$ cat src/core/ccl_map.vh
// register offsets, field positions and codes for the coprocessor conditional unit
`ifndef CCL_MAP_VH
`define CCL_MAP_VH

// apb byte offsets
`define CCL_CTRL_OFS      8'h00
`define CCL_STATUS_OFS    8'h04
`define CCL_IRQ_EN_OFS    8'h08
`define CCL_IRQ_CLR_OFS   8'h0C
`define CCL_SCAN_OFS      8'h10
`define CCL_STATE_OFS     8'h14
`define CCL_TARGET_OFS    8'h18
`define CCL_DREG_OFS      8'h20

// control register fields
`define CCL_CTRL_EN_BIT   0
`define CCL_CTRL_EXT_LSB  4
`define CCL_CTRL_EXT_MSB  7
`define CCL_CTRL_RST      32'h0000_0001

// interrupt status bits
`define CCL_EV_DONE       0
`define CCL_EV_TRAP       1
`define CCL_EV_VIOL       2
`define CCL_EV_ILLEGAL    3
`define CCL_EV_NUM        4

// operation word fields
`define CCL_LINE_F        4'hF
`define CCL_PAT_LOOP      6'h09
`define CCL_PAT_TRAP      6'h0F
`define CCL_TRAP_ONE      3'h2
`define CCL_TRAP_TWO      3'h3
`define CCL_TRAP_NONE     3'h4

// response word fields
`define CCL_RSP_CA_BIT    15
`define CCL_RSP_FN_MSB    12
`define CCL_RSP_FN_LSB    8
`define CCL_RSP_NULL      5'h00
`define CCL_RSP_TF_BIT    0

// interface register select on the coprocessor port
`define CCL_CIR_COND      1'b0
`define CCL_CIR_RESP      1'b1

`endif

$ cat src/core/ccl_decode.v
// operation word decoder for the conditional coprocessor forms
`timescale 1ns/1ps
`include "ccl_map.vh"

module ccl_decode (
   // operation word
   input  wire [15:0] op_word,
   // decoded fields
   output wire        is_loop,
   output wire        is_trap,
   output wire [2:0]  coprocessor_select_field,
   output wire [2:0]  counter_sel,
   output reg  [1:0]  operand_words,
   output wire        bad_opmode
);

   wire line_f;

   assign line_f                   = op_word[15:12] == `CCL_LINE_F;
   assign is_loop                  = line_f && (op_word[8:3] == `CCL_PAT_LOOP);
   assign is_trap                  = line_f && (op_word[8:3] == `CCL_PAT_TRAP);
   assign coprocessor_select_field = op_word[11:9];
   assign counter_sel              = op_word[2:0];

   // ----------------------------------------
   // trap operand count
   // ----------------------------------------
   always @* begin
      case (op_word[2:0])
         `CCL_TRAP_ONE:  operand_words = 2'd1;
         `CCL_TRAP_TWO:  operand_words = 2'd2;
         default:        operand_words = 2'd0;
      endcase
   end

   assign bad_opmode = is_trap && (op_word[2:0] != `CCL_TRAP_ONE) &&
                       (op_word[2:0] != `CCL_TRAP_TWO) && (op_word[2:0] != `CCL_TRAP_NONE);

endmodule

$ cat src/core/ccl_irq.v
// sticky event status, enable and clear with one level interrupt
`timescale 1ns/1ps

module ccl_irq #(
   parameter N = 4
) (
   // clock and reset
   input  wire         pclk,
   input  wire         presetn,
   // events and software access
   input  wire [N-1:0] event_pulse,
   input  wire [N-1:0] clear_mask,
   input  wire         clear_wr,
   input  wire [N-1:0] enable_mask,
   // state
   output wire [N-1:0] status,
   output reg          irq
);

   reg [N-1:0] sticky;

   // ----------------------------------------
   // per bit sticky flags, set wins over clear
   // ----------------------------------------
   genvar i;
   generate
      for (i = 0; i < N; i = i + 1) begin : g_bit
         always @(posedge pclk or negedge presetn) begin
            if (!presetn) begin
               sticky[i] <= 1'b0;
            end else if (event_pulse[i]) begin
               sticky[i] <= 1'b1;
            end else if (clear_wr && clear_mask[i]) begin
               sticky[i] <= 1'b0;
            end
         end
      end
   endgenerate

   assign status = sticky;

   always @(posedge pclk or negedge presetn) begin
      if (!presetn) begin
         irq <= 1'b0;
      end else begin
         irq <= |(((sticky | event_pulse) & ~(clear_wr ? clear_mask & ~event_pulse : {N{1'b0}}))
                  & enable_mask);
      end
   end

endmodule

$ cat src/core/ccl_ctl.v
// conditional coprocessor instruction engine with apb register access
//
// Our own choices: register access over APB and the address map.
`timescale 1ns/1ps
`include "ccl_map.vh"

// What this block does
// - loop form matched by 001001 in operation bits 8..3; bits 11..9 pick coprocessor.
// - loop form uses operation bits 2..0 to pick the counter data register.
// - condition selector is bits 5..0 of second word; upper bits should be zero.
// - loop form writes the whole second word to the condition interface register.
// - coprocessor-defined extension words follow the selector word and are skipped.
// - last loop word is a signed 16-bit displacement, sign-extended to 32 bits.
// - after selector write, read response and serve primitives until an indicator arrives.
// - on false, loop form decrements only the low 16 bits of the counter.
// - after decrement, fall through if counter word is -1, else branch.
// - branch target is displacement plus scan pointer at the displacement word.
// - trap form matched by 001111 in operation bits 8..3.
// - trap opmode 010 one operand, 011 two, 100 none; others invalid.
// - trap operand words follow extensions and are skipped unused.
// - trap form starts trap exception on true, falls through on false.
// - trap form names its coprocessor in operation bits 11..9.
// - repeatable primitives lacking come-again raise a protocol violation.
module ccl_ctl (
   // clock and reset
   input  wire        pclk,
   input  wire        presetn,
   // apb slave
   input  wire        psel,
   input  wire        penable,
   input  wire        pwrite,
   input  wire [7:0]  paddr,
   input  wire [31:0] pwdata,
   output reg  [31:0] prdata,
   output reg         pready,
   output reg         pslverr,
   // instruction stream
   input  wire        ins_valid,
   input  wire [15:0] ins_word,
   output reg         ins_ready,
   // coprocessor port
   output reg         cp_wr,
   output reg         cp_rd,
   output reg         cp_sel,
   output reg  [2:0]  cp_id,
   output reg  [15:0] cp_wdata,
   input  wire        cp_ack,
   input  wire [15:0] cp_rdata,
   // primitive service
   output reg         svc_req,
   output reg  [15:0] svc_word,
   input  wire        svc_done,
   // results
   output reg         done,
   output reg         branch_taken,
   output reg         trap_req,
   output reg         proto_viol,
   output reg  [31:0] instruction_scan_pointer,
   output wire        irq
);

   // ----------------------------------------
   // states
   // ----------------------------------------
   localparam [3:0] S_OP   = 4'd0;
   localparam [3:0] S_SEL  = 4'd1;
   localparam [3:0] S_CWR  = 4'd2;
   localparam [3:0] S_RRD  = 4'd3;
   localparam [3:0] S_SVC  = 4'd4;
   localparam [3:0] S_EXT  = 4'd5;
   localparam [3:0] S_DISP = 4'd6;
   localparam [3:0] S_OPND = 4'd7;
   localparam [3:0] S_FIN  = 4'd8;

   // ----------------------------------------
   // storage
   // ----------------------------------------
   reg  [31:0] ctrl;
   reg  [3:0]  irq_en;
   reg  [31:0] target;
   reg  [31:0] dreg [0:7];
   reg  [3:0]  state;
   reg  [15:0] op_word;
   reg  [3:0]  ext_left;
   reg  [1:0]  opnd_left;
   reg  [2:0]  cnt_idx;
   reg         cond_true;
   reg         have_tf;
   reg         is_trap_q;
   reg  [3:0]  ev;

   wire        acc;
   wire        wr_en;
   wire        rd_en;
   wire        hit_dreg;
   wire [2:0]  dreg_idx;
   wire        dec_loop;
   wire        dec_trap;
   wire [2:0]  dec_coprocessor_select_field;
   wire [2:0]  dec_cnt;
   wire [1:0]  dec_opnd;
   wire        dec_bad;
   wire [3:0]  irq_status;
   wire        take;
   wire [15:0] cnt_dec;
   wire [31:0] disp_ext;
   wire [4:0]  rsp_fn;
   wire        rsp_ca;

   // ----------------------------------------
   // decode and interrupt helpers
   // ----------------------------------------
   ccl_decode u_dec (
      .op_word                  (ins_word),
      .is_loop                  (dec_loop),
      .is_trap                  (dec_trap),
      .coprocessor_select_field (dec_coprocessor_select_field),
      .counter_sel              (dec_cnt),
      .operand_words            (dec_opnd),
      .bad_opmode               (dec_bad)
   );

   ccl_irq #(
      .N (`CCL_EV_NUM)
   ) u_irq (
      .pclk        (pclk),
      .presetn     (presetn),
      .event_pulse (ev),
      .clear_mask  (pwdata[3:0]),
      .clear_wr    (wr_en && paddr == `CCL_IRQ_CLR_OFS),
      .enable_mask (irq_en),
      .status      (irq_status),
      .irq         (irq)
   );

   // ----------------------------------------
   // apb access
   // ----------------------------------------
   assign acc      = psel && penable && pready;
   assign wr_en    = acc && pwrite;
   assign rd_en    = psel && penable && !pready && !pwrite;
   assign hit_dreg = paddr[7:5] == 3'h1 && paddr[1:0] == 2'h0;
   assign dreg_idx = paddr[4:2];

   always @(posedge pclk or negedge presetn) begin
      if (!presetn) begin
         pready  <= 1'b0;
         pslverr <= 1'b0;
         prdata  <= 32'h0000_0000;
      end else begin
         pready  <= psel && penable && !pready;
         pslverr <= 1'b0;
         if (psel && penable && !pready) begin
            prdata <= 32'h0000_0000;
            if (hit_dreg) begin
               if (rd_en) prdata <= dreg[dreg_idx];
            end else begin
               case (paddr)
                  `CCL_CTRL_OFS:    if (rd_en) prdata <= ctrl;
                  `CCL_STATUS_OFS:  if (rd_en) prdata <= {28'h000_0000, irq_status};
                  `CCL_IRQ_EN_OFS:  if (rd_en) prdata <= {28'h000_0000, irq_en};
                  `CCL_IRQ_CLR_OFS: prdata <= 32'h0000_0000;
                  `CCL_SCAN_OFS:    if (rd_en) prdata <= instruction_scan_pointer;
                  `CCL_STATE_OFS:   if (rd_en) prdata <= {22'h00_0000, is_trap_q, cond_true, have_tf,
                                                          op_word[11:9], state};
                  `CCL_TARGET_OFS:  if (rd_en) prdata <= target;
                  default:          pslverr <= 1'b1;
               endcase
            end
         end
      end
   end

   always @(posedge pclk or negedge presetn) begin
      if (!presetn) begin
         ctrl   <= `CCL_CTRL_RST;
         irq_en <= 4'h0;
      end else if (wr_en) begin
         if (paddr == `CCL_CTRL_OFS) ctrl <= pwdata;
         if (paddr == `CCL_IRQ_EN_OFS) irq_en <= pwdata[3:0];
      end
   end

   // ----------------------------------------
   // instruction sequencing
   // ----------------------------------------
   assign take     = ins_valid && ins_ready;
   assign cnt_dec  = dreg[cnt_idx][15:0] - 16'h0001;
   assign disp_ext = {{16{ins_word[15]}}, ins_word};
   assign rsp_fn   = cp_rdata[`CCL_RSP_FN_MSB:`CCL_RSP_FN_LSB];
   assign rsp_ca   = cp_rdata[`CCL_RSP_CA_BIT];

   integer k;

   always @(posedge pclk or negedge presetn) begin
      if (!presetn) begin
         for (k = 0; k < 8; k = k + 1) begin
            dreg[k] <= 32'h0000_0000;
         end
      end else if (state == S_DISP && take && !cond_true) begin
         dreg[cnt_idx][15:0] <= cnt_dec;
      end else if (wr_en && hit_dreg) begin
         dreg[dreg_idx] <= pwdata;
      end
   end

   always @(posedge pclk or negedge presetn) begin
      if (!presetn) begin
         state                    <= S_OP;
         op_word                  <= 16'h0000;
         ext_left                 <= 4'h0;
         opnd_left                <= 2'd0;
         cnt_idx                  <= 3'h0;
         cond_true                <= 1'b0;
         have_tf                  <= 1'b0;
         is_trap_q                <= 1'b0;
         ins_ready                <= 1'b0;
         cp_wr                    <= 1'b0;
         cp_rd                    <= 1'b0;
         cp_sel                   <= `CCL_CIR_COND;
         cp_id                    <= 3'h0;
         cp_wdata                 <= 16'h0000;
         svc_req                  <= 1'b0;
         svc_word                 <= 16'h0000;
         done                     <= 1'b0;
         branch_taken             <= 1'b0;
         trap_req                 <= 1'b0;
         proto_viol               <= 1'b0;
         instruction_scan_pointer <= 32'h0000_0000;
         target                   <= 32'h0000_0000;
         ev                       <= 4'h0;
      end else begin
         done         <= 1'b0;
         branch_taken <= 1'b0;
         trap_req     <= 1'b0;
         proto_viol   <= 1'b0;
         ev           <= 4'h0;
         if (wr_en && paddr == `CCL_SCAN_OFS && state == S_OP) begin
            instruction_scan_pointer <= pwdata;
         end else if (take) begin
            instruction_scan_pointer <= instruction_scan_pointer + 32'h0000_0002;
         end
         case (state)
            S_OP: begin
               ins_ready <= ctrl[`CCL_CTRL_EN_BIT];
               if (take) begin
                  op_word   <= ins_word;
                  is_trap_q <= dec_trap;
                  cp_id     <= dec_coprocessor_select_field;
                  opnd_left <= dec_opnd;
                  cnt_idx   <= dec_cnt;
                  have_tf   <= 1'b0;
                  if ((dec_loop || dec_trap) && !dec_bad) begin
                     state <= S_SEL;
                  end else begin
                     ins_ready              <= 1'b0;
                     ev[`CCL_EV_ILLEGAL]    <= 1'b1;
                     state                  <= S_FIN;
                  end
               end
            end
            S_SEL: begin
               if (take) begin
                  ins_ready <= 1'b0;
                  cp_sel    <= `CCL_CIR_COND;
                  cp_wdata  <= ins_word;
                  cp_wr     <= 1'b1;
                  state     <= S_CWR;
               end
            end
            S_CWR: begin
               if (cp_ack) begin
                  cp_wr  <= 1'b0;
                  cp_sel <= `CCL_CIR_RESP;
                  cp_rd  <= 1'b1;
                  state  <= S_RRD;
               end
            end
            S_RRD: begin
               if (cp_ack) begin
                  cp_rd <= 1'b0;
                  if (rsp_fn == `CCL_RSP_NULL && !rsp_ca) begin
                     cond_true <= cp_rdata[`CCL_RSP_TF_BIT];
                     have_tf   <= 1'b1;
                     ext_left  <= ctrl[`CCL_CTRL_EXT_MSB:`CCL_CTRL_EXT_LSB];
                     ins_ready <= 1'b0;
                     state     <= S_EXT;
                  end else if (rsp_fn == `CCL_RSP_NULL) begin
                     cp_rd <= 1'b1;
                  end else if (!rsp_ca) begin
                     proto_viol          <= 1'b1;
                     ev[`CCL_EV_VIOL]    <= 1'b1;
                     state               <= S_FIN;
                  end else begin
                     svc_req  <= 1'b1;
                     svc_word <= cp_rdata;
                     state    <= S_SVC;
                  end
               end
            end
            S_SVC: begin
               if (svc_done) begin
                  svc_req <= 1'b0;
                  cp_rd   <= 1'b1;
                  state   <= S_RRD;
               end
            end
            S_EXT: begin
               // stream shut while leaving, so no word is swallowed here
               if (ext_left == 4'h0) begin
                  if (is_trap_q && opnd_left == 2'd0) begin
                     ins_ready <= 1'b0;
                     state     <= S_FIN;
                  end else begin
                     ins_ready <= 1'b1;
                     state     <= is_trap_q ? S_OPND : S_DISP;
                  end
               end else if (take) begin
                  ext_left <= ext_left - 4'h1;
                  if (ext_left == 4'h1) ins_ready <= 1'b0;
               end else begin
                  ins_ready <= 1'b1;
               end
            end
            S_DISP: begin
               if (take) begin
                  ins_ready <= 1'b0;
                  target    <= instruction_scan_pointer + disp_ext;
                  if (!cond_true && cnt_dec != 16'hFFFF) begin
                     branch_taken             <= 1'b1;
                     instruction_scan_pointer <= instruction_scan_pointer + disp_ext;
                  end
                  state <= S_FIN;
               end
            end
            S_OPND: begin
               if (take) begin
                  opnd_left <= opnd_left - 2'd1;
                  if (opnd_left == 2'd1) begin
                     ins_ready <= 1'b0;
                     state     <= S_FIN;
                  end
               end
            end
            S_FIN: begin
               done             <= 1'b1;
               ev[`CCL_EV_DONE] <= 1'b1;
               if (is_trap_q && have_tf && cond_true) begin
                  trap_req         <= 1'b1;
                  ev[`CCL_EV_TRAP] <= 1'b1;
               end
               cp_sel    <= `CCL_CIR_COND;
               ins_ready <= ctrl[`CCL_CTRL_EN_BIT];
               state     <= S_OP;
            end
            default: begin
               state <= S_OP;
            end
         endcase
      end
   end

endmodule

$ cat config.mk
export PLATFORM = sky130hd
export DESIGN_NAME = ccl_ctl
export DESIGN_NICKNAME = d
export VERILOG_FILES = /design/src/core/ccl_decode.v /design/src/core/ccl_irq.v /design/src/core/ccl_ctl.v
export VERILOG_INCLUDE_DIRS = /design/src /design/src/core
export SDC_FILE = /design/constraint.sdc
export NUM_CORES = 1
export LEC_CHECK = 0
export ABC_CLOCK_PERIOD_IN_PS = 6180
export BUFFER_PORTS_ARGS = -buffer_cell sky130_fd_sc_hd__buf_2
export CAP_MARGIN = 20
export CORE_ASPECT_RATIO = 0.5
export CORE_UTILIZATION = 50
export CTS_BUF_LIST = sky130_fd_sc_hd__clkbuf_16
export DETAILED_ROUTE_END_ITERATION = 8
export PLACE_DENSITY = 0.65
export SLEW_MARGIN = 10
export SYNTH_ARGS = -nofsm -noshare
export SYNTH_HDL_FRONTEND = slang
export SYNTH_SLANG_ARGS = --single-unit
export TNS_END_PERCENT = 50
$ cat constraint.sdc
create_clock -name pclk -period 6.18 [get_ports pclk]
set_input_delay 1.236 -clock pclk [delete_from_list [all_inputs] [get_ports pclk]]
set_output_delay 1.236 -clock pclk [all_outputs]
set_load 0.05 [all_outputs]
==> results of run 1 <==
-- final timing paths --
path / start / endpoint / slack (ns) / cells after the start
hold reg to reg: svc_word[15] / svc_word[15] / 0.46 / 1
min in group asynchronous: presetn / svc_word[6] / 0.61 / 1
setup reg to reg: op_word[0] / instruction_scan_pointer[18] / 0.91 / 15
setup / recovery: op_word[0] / instruction_scan_pointer[18] / 0.91 / 15
max in group asynchronous: presetn / dreg[72] / 4.19 / 2
hold / removal: svc_word[15] / svc_word[15] / 0.46 / 1
-- power by group through the flow --
stage	Sequential, uW	Clock, uW	Combinational, uW
4_1_cts	3660	2670	3260
3_3_place_gp	3700	0	3210
5_1_grt	3700	2770	3570
3_5_place_dp	3710	0	3240
2_1_floorplan	4160	0	1820
6_report	3670	2630	3310
-- area by class of cell --
class / count / area, sq um
multi-input cells: 1467 / 12090
repair buffers: 239 / 1381
diodes: 4 / 10.01
inverters: 24 / 90.09
fillers: 3973 / 20160
clock inverters: 31 / 246.5
flip-flops and latches: 456 / 11410
clock buffers: 44 / 1101
well taps: 638 / 798.3
-- synth_stat cells, types with 16 or more instances --
| library cell | instances | share of area [%] |
|---|---|---|
| clkbuf_1 | 123 | 1.9 |
| a221o_1 | 24 | 0.99 |
| a22oi_1 | 120 | 3.7 |
| a22o_1 | 40 | 1.4 |
| a221oi_1 | 16 | 0.58 |
| ha_1 | 38 | 2.0 |
| a21oi_1 | 68 | 1.4 |
| a222oi_1 | 27 | 1.1 |
| buf_1 | 29 | 0.45 |
| mux4_2 | 73 | 6.8 |
| nand3_1 | 36 | 0.74 |
| mux2_2 | 229 | 11 |
| nand2_1 | 125 | 1.9 |
| xor2_1 | 38 | 1.4 |
| mux2i_1 | 73 | 3.0 |
| inv_1 | 22 | 0.34 |
| o21ai_0 | 217 | 4.5 |
| a21o_1 | 20 | 0.62 |
| nor3_1 | 20 | 0.41 |
| dfrtp_1 | 455 | 47 |
| xnor2_1 | 32 | 1.2 |
| nor2_1 | 90 | 1.4 |
-- metrics by stage --
stage                     worst slack, ns  instance area [sq um]  hold slack, ns  power [uW]  cells
final                              0.9148                  27130          0.4595        9613   2903
after global routing               0.6313                  27130          0.5069       10040   2902
after CTS                          0.9497                  27120          0.4656        9584   2898
after detailed placement           0.9944                  25770          0.4470        6949   2823
after global placement              1.079                  25770          0.4444        6917   2823
after floorplan                     1.649                  24190          0.4240        5978   2111
-- state kept, by name (all words and copies together) (netlist names), 2 cells and up --
name / count
cp_id: 3
cp_wdata: 16
ctrl: 32
dreg: 256
ev: 4
ext_left: 4
instruction_scan_pointer: 32
irq_en: 4
op_word: 3
opnd_left: 2
prdata: 32
state: 4
svc_word: 16
target: 32
u_irq.status: 4
-- metal layers --
layer	global-route usage, %	up-vias	part of all wire (%)
li1	-	8238	-
met1	46.38	9700	45
met2	43.69	977	41
met3	8.564	151	11
met4	9.245	0	2.8
met5	0	-	0
-- logic make-up after synthesis --
| logic type | share of synthesized area, % |
|---|---|
| muxes | 21.19 |
| xor gates and xnor gates | 2.534 |
| AOI/OAI and AO/OA | 16.57 |
| DFF | 47.18 |
| adders and majority gates | 2.048 |
| and+or+nand+nor | 7.329 |
| buffers and inverters | 3.155 |
==> qor.yml, run 1 <==
vias_per_cell: 6.568
finalHoldViolations: 0
drcViolationCount: 0
post_drt_wl_per_cell_um: 26.39
hold_class: "flop to flop"
cp-start-kind: "flop"
grt_pass1_wl_um: 115800
antenna_found_initial: 8
path_common_cell: "inv_1"
layout-drive-gt1-share_pct: 27.69
start_util_pct: 51.15
netlist_area_sq_um: 24190
skew_ns: 0.03572
cts_htree_levels: 2
required_ns: 6.61
grt_pass1_vias: 18250
syn_nets: 2230
finalSetupViolCount: 0
max-clock-path-buffers: 3
finalSetupTns_ns: 0
critical-path-slowest-cell: "dfrtp_1"
cp.arrival_ns: 5.69
root_buffer: "clkbuf_16"
slew_viol_final: 0
place_congestion: 0.9746
grt_max_degree: 161
p_comb_share_pct: 34.5
p_per_area_nw_per_um2: 354.3
synth_edf_count: 0
final_util_pct: 57.37
async_reset_ff_share_pct: 100.0
drv_cap: 0
drt_iter0_markers: 2335
rows: 56
p_leak_uw: 0.01292
clkPwrFrac_pct: 27.4
cts_resized: 0
routed_wirelength_um: 76610
syn_avg_cell_area_sq_um: 11.46
core_sq_um: 47300
area_growth_pct: 12.16
min_period_over_period_pct: 85.20
fin_nets: 2350
cts_setup_buffers: 0
irDropWorstVdd_mv: 0.1989
route.antenna.remaining_nets: 0
firstDrtPassIters: 6
relSlewSlack_pct: 25.99
crit_fanout: 33
track_usage_pct: 31.08
clkSlewWorstSetupHoldPaths_ns: 0.06
final_common_cell: "dfrtp_1"
critical-path-top-delay-family: "simple AND/OR/NAND/NOR gates"
synthFlopType: "dfrtp_1"
cts.sinks: 456
mostFrequentLayoutCells: "dfrtp_1, mux2_2, o21ai_0"
worstPathCellList: "nor2b_1, a22oi_1, nor2_1, or3_1, inv_1, ha_1, inv_1, a2111oi_2, nand4_1, xnor2_1, or4_1, or4_4, o31ai_4, buf_12, mux2_1"
p_int_uw: 5800
portBuffers: 190
cts_buffers: 43
crit_type: "flop to flop"
ys_ff_latch: 456
tightest_slew_ns: 1.110
p_seq_share_pct: 38.2
io_pins: 191
clkLatencyLatePin_ns: 0.58
synth.distinct_cells: 74
grt-ovfl-total: 0
dieArea_sq_um: 49320
run_status: "complete, no violations"
cts_hold_buf: 0
vias: 19070
switching_power_uw: 3814
synthCells: 2111
dp.final_hpwl_um: 51620
max_freq_ghz: 0.1899
rsz0062_at_grt: "no"
cts_tree: "done"
path_buf_inv: 3
ys_seq_area_share_pct: 47.18
fin_crit_ns: 5.265
slowest_delay_ns: 0.70
die_height_um: 157.5
switching_share_pct: 39.67
die_w_um: 313.1
end_kind: "flop"
yosys_warnings: 0
Note: power is estimated with default switching activity, not from simulation.
==> run 2, diff against run 1 <==
==> constraint.sdc (replaced) <==
create_clock -name pclk -period 6.18 [get_ports pclk]
set_input_delay 0.927 -clock pclk [delete_from_list [all_inputs] [get_ports pclk]]
set_output_delay 0.927 -clock pclk [all_outputs]
set_load 0.05 [all_outputs]
==> run 2 against run 1 <==
  * Sequential cell count stayed put
  * Die area stayed put
  * Design area is 0.14% higher
  * Register-to-register slack worse by 0.11 ns
  * Largest power group unchanged
  * Hold slack worse by 0.21 ns
  * Core utilization is 0.079 points higher
  * Final cell count hardly changed
  * Sequential power hardly changed
  * Total power is 0.51% higher
  * Sequential share of layout area is 0.058 points lower
  * Via count is 0.58% lower
==> qor.yml, run 2 (synthesized netlist as in run 1, its figures left out) <==
die_height_um: 157.5
track_usage_pct: 30.87
firstDrtPassIters: 7
grt_pass1_wl_um: 115500
vias_per_cell: 6.534
largest_register_ffs: 256
core_sq_um: 47300
max-clock-path-buffers: 3
irDropWorstVdd_mv: 0.1910
reg2reg_depth: 15
max_freq_ghz: 0.1859
dp.final_hpwl_um: 51150
dieArea_sq_um: 49320
final_cell_area_sq_um: 27170
vias: 18960
post_drt_wl_per_cell_um: 26.35
mostFrequentLayoutCells: "dfrtp_1, mux2_2, o21ai_0"
crit_fanout: 33
clkSlewWorstSetupHoldPaths_ns: 0.07
finalSetupTns_ns: 0
final_common_cell: "dfrtp_1"
drv_cap: 0
run_status: "complete, no violations"
root_buffer: "clkbuf_16"
cp-start-kind: "flop"
rrSetupSlack_ns: 0.80
slew_viol_final: 0
tightest_slew_ns: 1.115
routed_wirelength_um: 76430
rsz0062_at_grt: "no"
required_ns: 6.63
cts_hold_buf: 0
cts_resized: 0
cts_tree: "done"
largest-register: "dreg"
drcViolationCount: 0
grt_pass1_vias: 18080
clkLatencyLatePin_ns: 0.58
place_congestion: 0.9714
p_leak_uw: 0.01292
antenna_found_initial: 5
layout-drive-gt1-share_pct: 27.91
finalSetupViolCount: 0
io_pins: 191
start_util_pct: 51.15
num-fill-cells: 4025
fin_nets: 2346
cts_setup_buffers: 0
fin_crit_ns: 5.379
cts.sinks: 456
skew_ns: 0.02393
area_growth_pct: 12.32
finalHoldViolations: 0
p_per_area_nw_per_um2: 355.6
portBuffers: 190
rows: 56
cts_htree_levels: 2
die_w_um: 313.1
grt-ovfl-total: 0
placed_cell_area_sq_um: 25730
grt_max_degree: 157
route.antenna.remaining_nets: 0
relSlewSlack_pct: 25.68
cp.arrival_ns: 5.83
drt_iter0_markers: 2164
min_period_over_period_pct: 87.05
cts_buffers: 43
crit_type: "flop to flop"
end_kind: "flop"
hold_class: "primary input to async pin"
## run 2: final timing paths
path / startpoint / endpoint
min in group pclk: svc_word[15] / svc_word[15]
max in group asynchronous: presetn / dreg[159]
setup / recovery: op_word[0] / instruction_scan_pointer[31]
setup reg to reg: op_word[0] / instruction_scan_pointer[31]
hold reg to reg: svc_word[15] / svc_word[15]
hold / removal: presetn / svc_word[9]
## run 2: routing by layer
metal / global-route usage (%) / part of all wire [%]
met4: 7.340 / 2.2
met2: 43.46 / 41
met1: 46.08 / 45
met5: 0 / 0
met3: 9.486 / 12
## run 2: critical path, stage by stage, from the launching register on
cell and delay (ns):
dfrtp_1 0.74, nor2b_1 0.34, a22oi_1 0.22, nor2_1 0.08, or3_1 0.50, inv_1 0.15
ha_1 0.23, inv_1 0.11, a2111oi_2 0.22, nand4_1 0.27, xnor2_1 0.35, or4_1 0.51
or4_4 0.54, o31ai_4 0.28, buf_12 0.27, mux2_2 0.37
## run 2: power by group
part	switching (uW)	total, uW	internal, uW
clock	1240	2730	1490
sequential	386	3680	3300
combinational	2210	3250	1030
total	3840	9660	5830
## run 2: metrics by stage
stage	cells	setup slack (ns)	util, %	hold slack [ns]	power, uW
2_1_floorplan	2111	1.649	-	0.4240	5978
3_3_place_gp	2817	0.9503	54.40	0.4459	6875
3_5_place_dp	2817	0.8992	54.40	0.4556	6913
4_1_cts	2896	0.8395	57.37	0.2451	9644
5_1_grt	2901	0.5151	57.45	0.2593	10120
6_report	2901	0.8006	57.45	0.2535	9662
## run 2: cell type report
| cell class | count | area (sq um) | area share, % |
|---|---|---|---|
| Multi-Input combinational cell | 1467 | 12100 | 44.52 |
| Sequential cell | 456 | 11410 | 42.01 |
| Timing Repair Buffer | 235 | 1363 | 5.015 |
| Clock buffer | 43 | 1076 | 3.960 |
| Tap cell | 638 | 798.3 | 2.938 |
| Clock inverter | 36 | 327.8 | 1.207 |
| Inverter | 24 | 90.09 | 0.3316 |
| Antenna cell | 2 | 5.005 | 0.01842 |
==> run 3, diff against run 2 <==
--- a/config.mk
+++ b/config.mk
@@ -6,10 +6,9 @@
 export SDC_FILE = /design/constraint.sdc
 export NUM_CORES = 1
 export LEC_CHECK = 0
-export ABC_CLOCK_PERIOD_IN_PS = 6180
+export ABC_CLOCK_PERIOD_IN_PS = 6600
 export BUFFER_PORTS_ARGS = -buffer_cell sky130_fd_sc_hd__buf_2
 export CAP_MARGIN = 20
-export CORE_ASPECT_RATIO = 0.5
 export CORE_UTILIZATION = 50
 export CTS_BUF_LIST = sky130_fd_sc_hd__clkbuf_16
 export DETAILED_ROUTE_END_ITERATION = 8
==> constraint.sdc (replaced) <==
create_clock -name pclk -period 6.6 [get_ports pclk]
set_input_delay 0.99 -clock pclk [delete_from_list [all_inputs] [get_ports pclk]]
set_output_delay 0.99 -clock pclk [all_outputs]
set_load 0.05 [all_outputs]
==> run 3 against run 2 <==
  * Core utilization shrank 0.20 points
  * Clock-buffer cell count grew 8
  * Combinational power shrank 7.1%
  * First-iteration DRC count grew 10%
  * Global-route usage grew 0.15 points
  * Clock power grew 1%
  * Design area grew 0.60%
  * Sequential power shrank 6.0%
  * Final cell count shrank 0.31%
  * Die area shrank 0.11%
  * Wire length shrank 0.54%
  * Largest power group unchanged
==> qor.yml, run 3 (synthesized netlist as in run 1, its figures left out) <==
run_status: "complete, no violations"
die_w_um: 222.0
io_pins: 191
p_leak_uw: 0.01303
place_congestion: 0.9344
required_ns: 7.09
cts_resized: 0
area_growth_pct: 12.99
largest-register: "dreg"
clkLatencyLatePin_ns: 0.62
routed_wirelength_um: 76010
cts_hold_buf: 0
cts.sinks: 456
grt_util_met2_pct: 46.35
fin_crit_ns: 5.708
power_uw: 9247
cp-start-kind: "flop"
start_util_pct: 50.67
drt_iter0_markers: 2387
rsz0062_at_grt: "no"
mostFrequentLayoutCells: "dfrtp_1, mux2_2, o21ai_0"
drv_cap: 0
tightest_slew_ns: 1.163
slew_viol_final: 0
relSlewSlack_pct: 22.11
final_common_cell: "dfrtp_1"
die_height_um: 222.0
drcViolationCount: 0
portBuffers: 190
grt-ovfl-total: 0
dieArea_sq_um: 49260
min_period_over_period_pct: 86.48
grt_use_met1_pct: 44.68
grt_max_degree: 179
track_usage_pct: 31.02
skew_ns: 0.02026
core_sq_um: 47750
num-fill-cells: 3949
crit_fanout: 33
cts_tree: "done"
fin_nets: 2352
final_cell_area_sq_um: 27330
multi_input_area_sq_um: 12120
finalSetupTns_ns: 0
hold_class: "primary input to async pin"
cts_htree_levels: 2
cp.arrival_ns: 6.20
regArea_sq_um: 11410
cts_setup_buffers: 0
irDropWorstVdd_mv: 0.1961
grt_pass1_vias: 19180
reg2reg_depth: 16
cts_buffers: 51
timing.rr.start: "op_word[2]"
finalSetupViolCount: 0
dp.final_hpwl_um: 50110
post_drt_wl_per_cell_um: 26.28
root_buffer: "clkbuf_16"
firstDrtPassIters: 8
timing.rr.end: "instruction_scan_pointer[31]"
max-clock-path-buffers: 3
crit_type: "flop to flop"
largest_register_ffs: 256
layout-drive-gt1-share_pct: 28.03
vias_per_cell: 6.657
vias: 19250
placed_cell_area_sq_um: 25660
busiest_layer: "met2"
route.antenna.remaining_nets: 0
rows: 80
rrSetupSlack_ns: 0.89
p_per_area_nw_per_um2: 338.3
clkSlewWorstSetupHoldPaths_ns: 0.06
grt_pass1_wl_um: 117500
antenna_found_initial: 3
end_kind: "flop"
max_freq_ghz: 0.1752
finalHoldViolations: 0
grt_use_met3_pct: 6.984
[run 3: power by group]
| part | switching [uW] | total [uW] | internal [uW] |
|---|---|---|---|
| sequential | 369 | 3460 | 3090 |
| clock | 1200 | 2770 | 1570 |
| combinational | 2060 | 3020 | 964 |
| total | 3630 | 9250 | 5620 |
[run 3: worst max path at each step]
| stage | cells after the start | from | slack [ns] | end |
|---|---|---|---|---|
| 2_1_floorplan | 17 | op_word[2] | 2.07 | instruction_scan_pointer[30] |
| 3_3_place_gp | 16 | op_word[2] | 1.26 | instruction_scan_pointer[0] |
| 3_5_place_dp | 16 | op_word[2] | 1.04 | instruction_scan_pointer[31] |
| 4_1_cts | 16 | op_word[2] | 1.02 | instruction_scan_pointer[31] |
| 5_1_grt | 16 | op_word[2] | 0.68 | instruction_scan_pointer[31] |
| 6_report | 16 | op_word[2] | 0.89 | instruction_scan_pointer[31] |
[run 3: metal layers]
layer	share of wire, %	up-vias
met3	9.4	179
met4	2.8	2
li1	-	8228
met2	45	1067
met5	0.025	-
met1	43	9775
[run 3: layout make-up]
class	count	share of cell area (%)
Timing Repair Buffer	233	4.834
Tap cell	615	2.815
Antenna cell	1	0.009155
Clock inverter	45	1.259
Clock buffer	51	4.669
Inverter	24	0.3296
Multi-Input combinational cell	1467	44.33
Sequential cell	456	41.76
[run 3: through the flow]
step	cells	util, %	worst slack [ns]	hold WS (ns)
detailed placement	2792	53.74	1.036	0.4498
CTS	2888	57.14	1.020	0.4224
finish	2892	57.25	0.8923	0.4098
floorplan	2111	-	2.069	0.4240
global placement	2792	53.74	1.256	0.4464
global route	2892	57.25	0.6850	0.4722
[run 3: critical path: stages, from the launching register on]
cell and delay [ns]:
dfrtp_1 0.48, buf_4 0.30, mux2_2 0.36, a22oi_1 0.18
nor2_1 0.07, or3_1 0.51, inv_1 0.14, ha_1 0.25
inv_1 0.11, a2111oi_2 0.23, nand4_1 0.29, xnor2_1 0.35
or4_1 0.51, or4_4 0.56, o31ai_4 0.23, buf_4 0.53
mux2_2 0.41
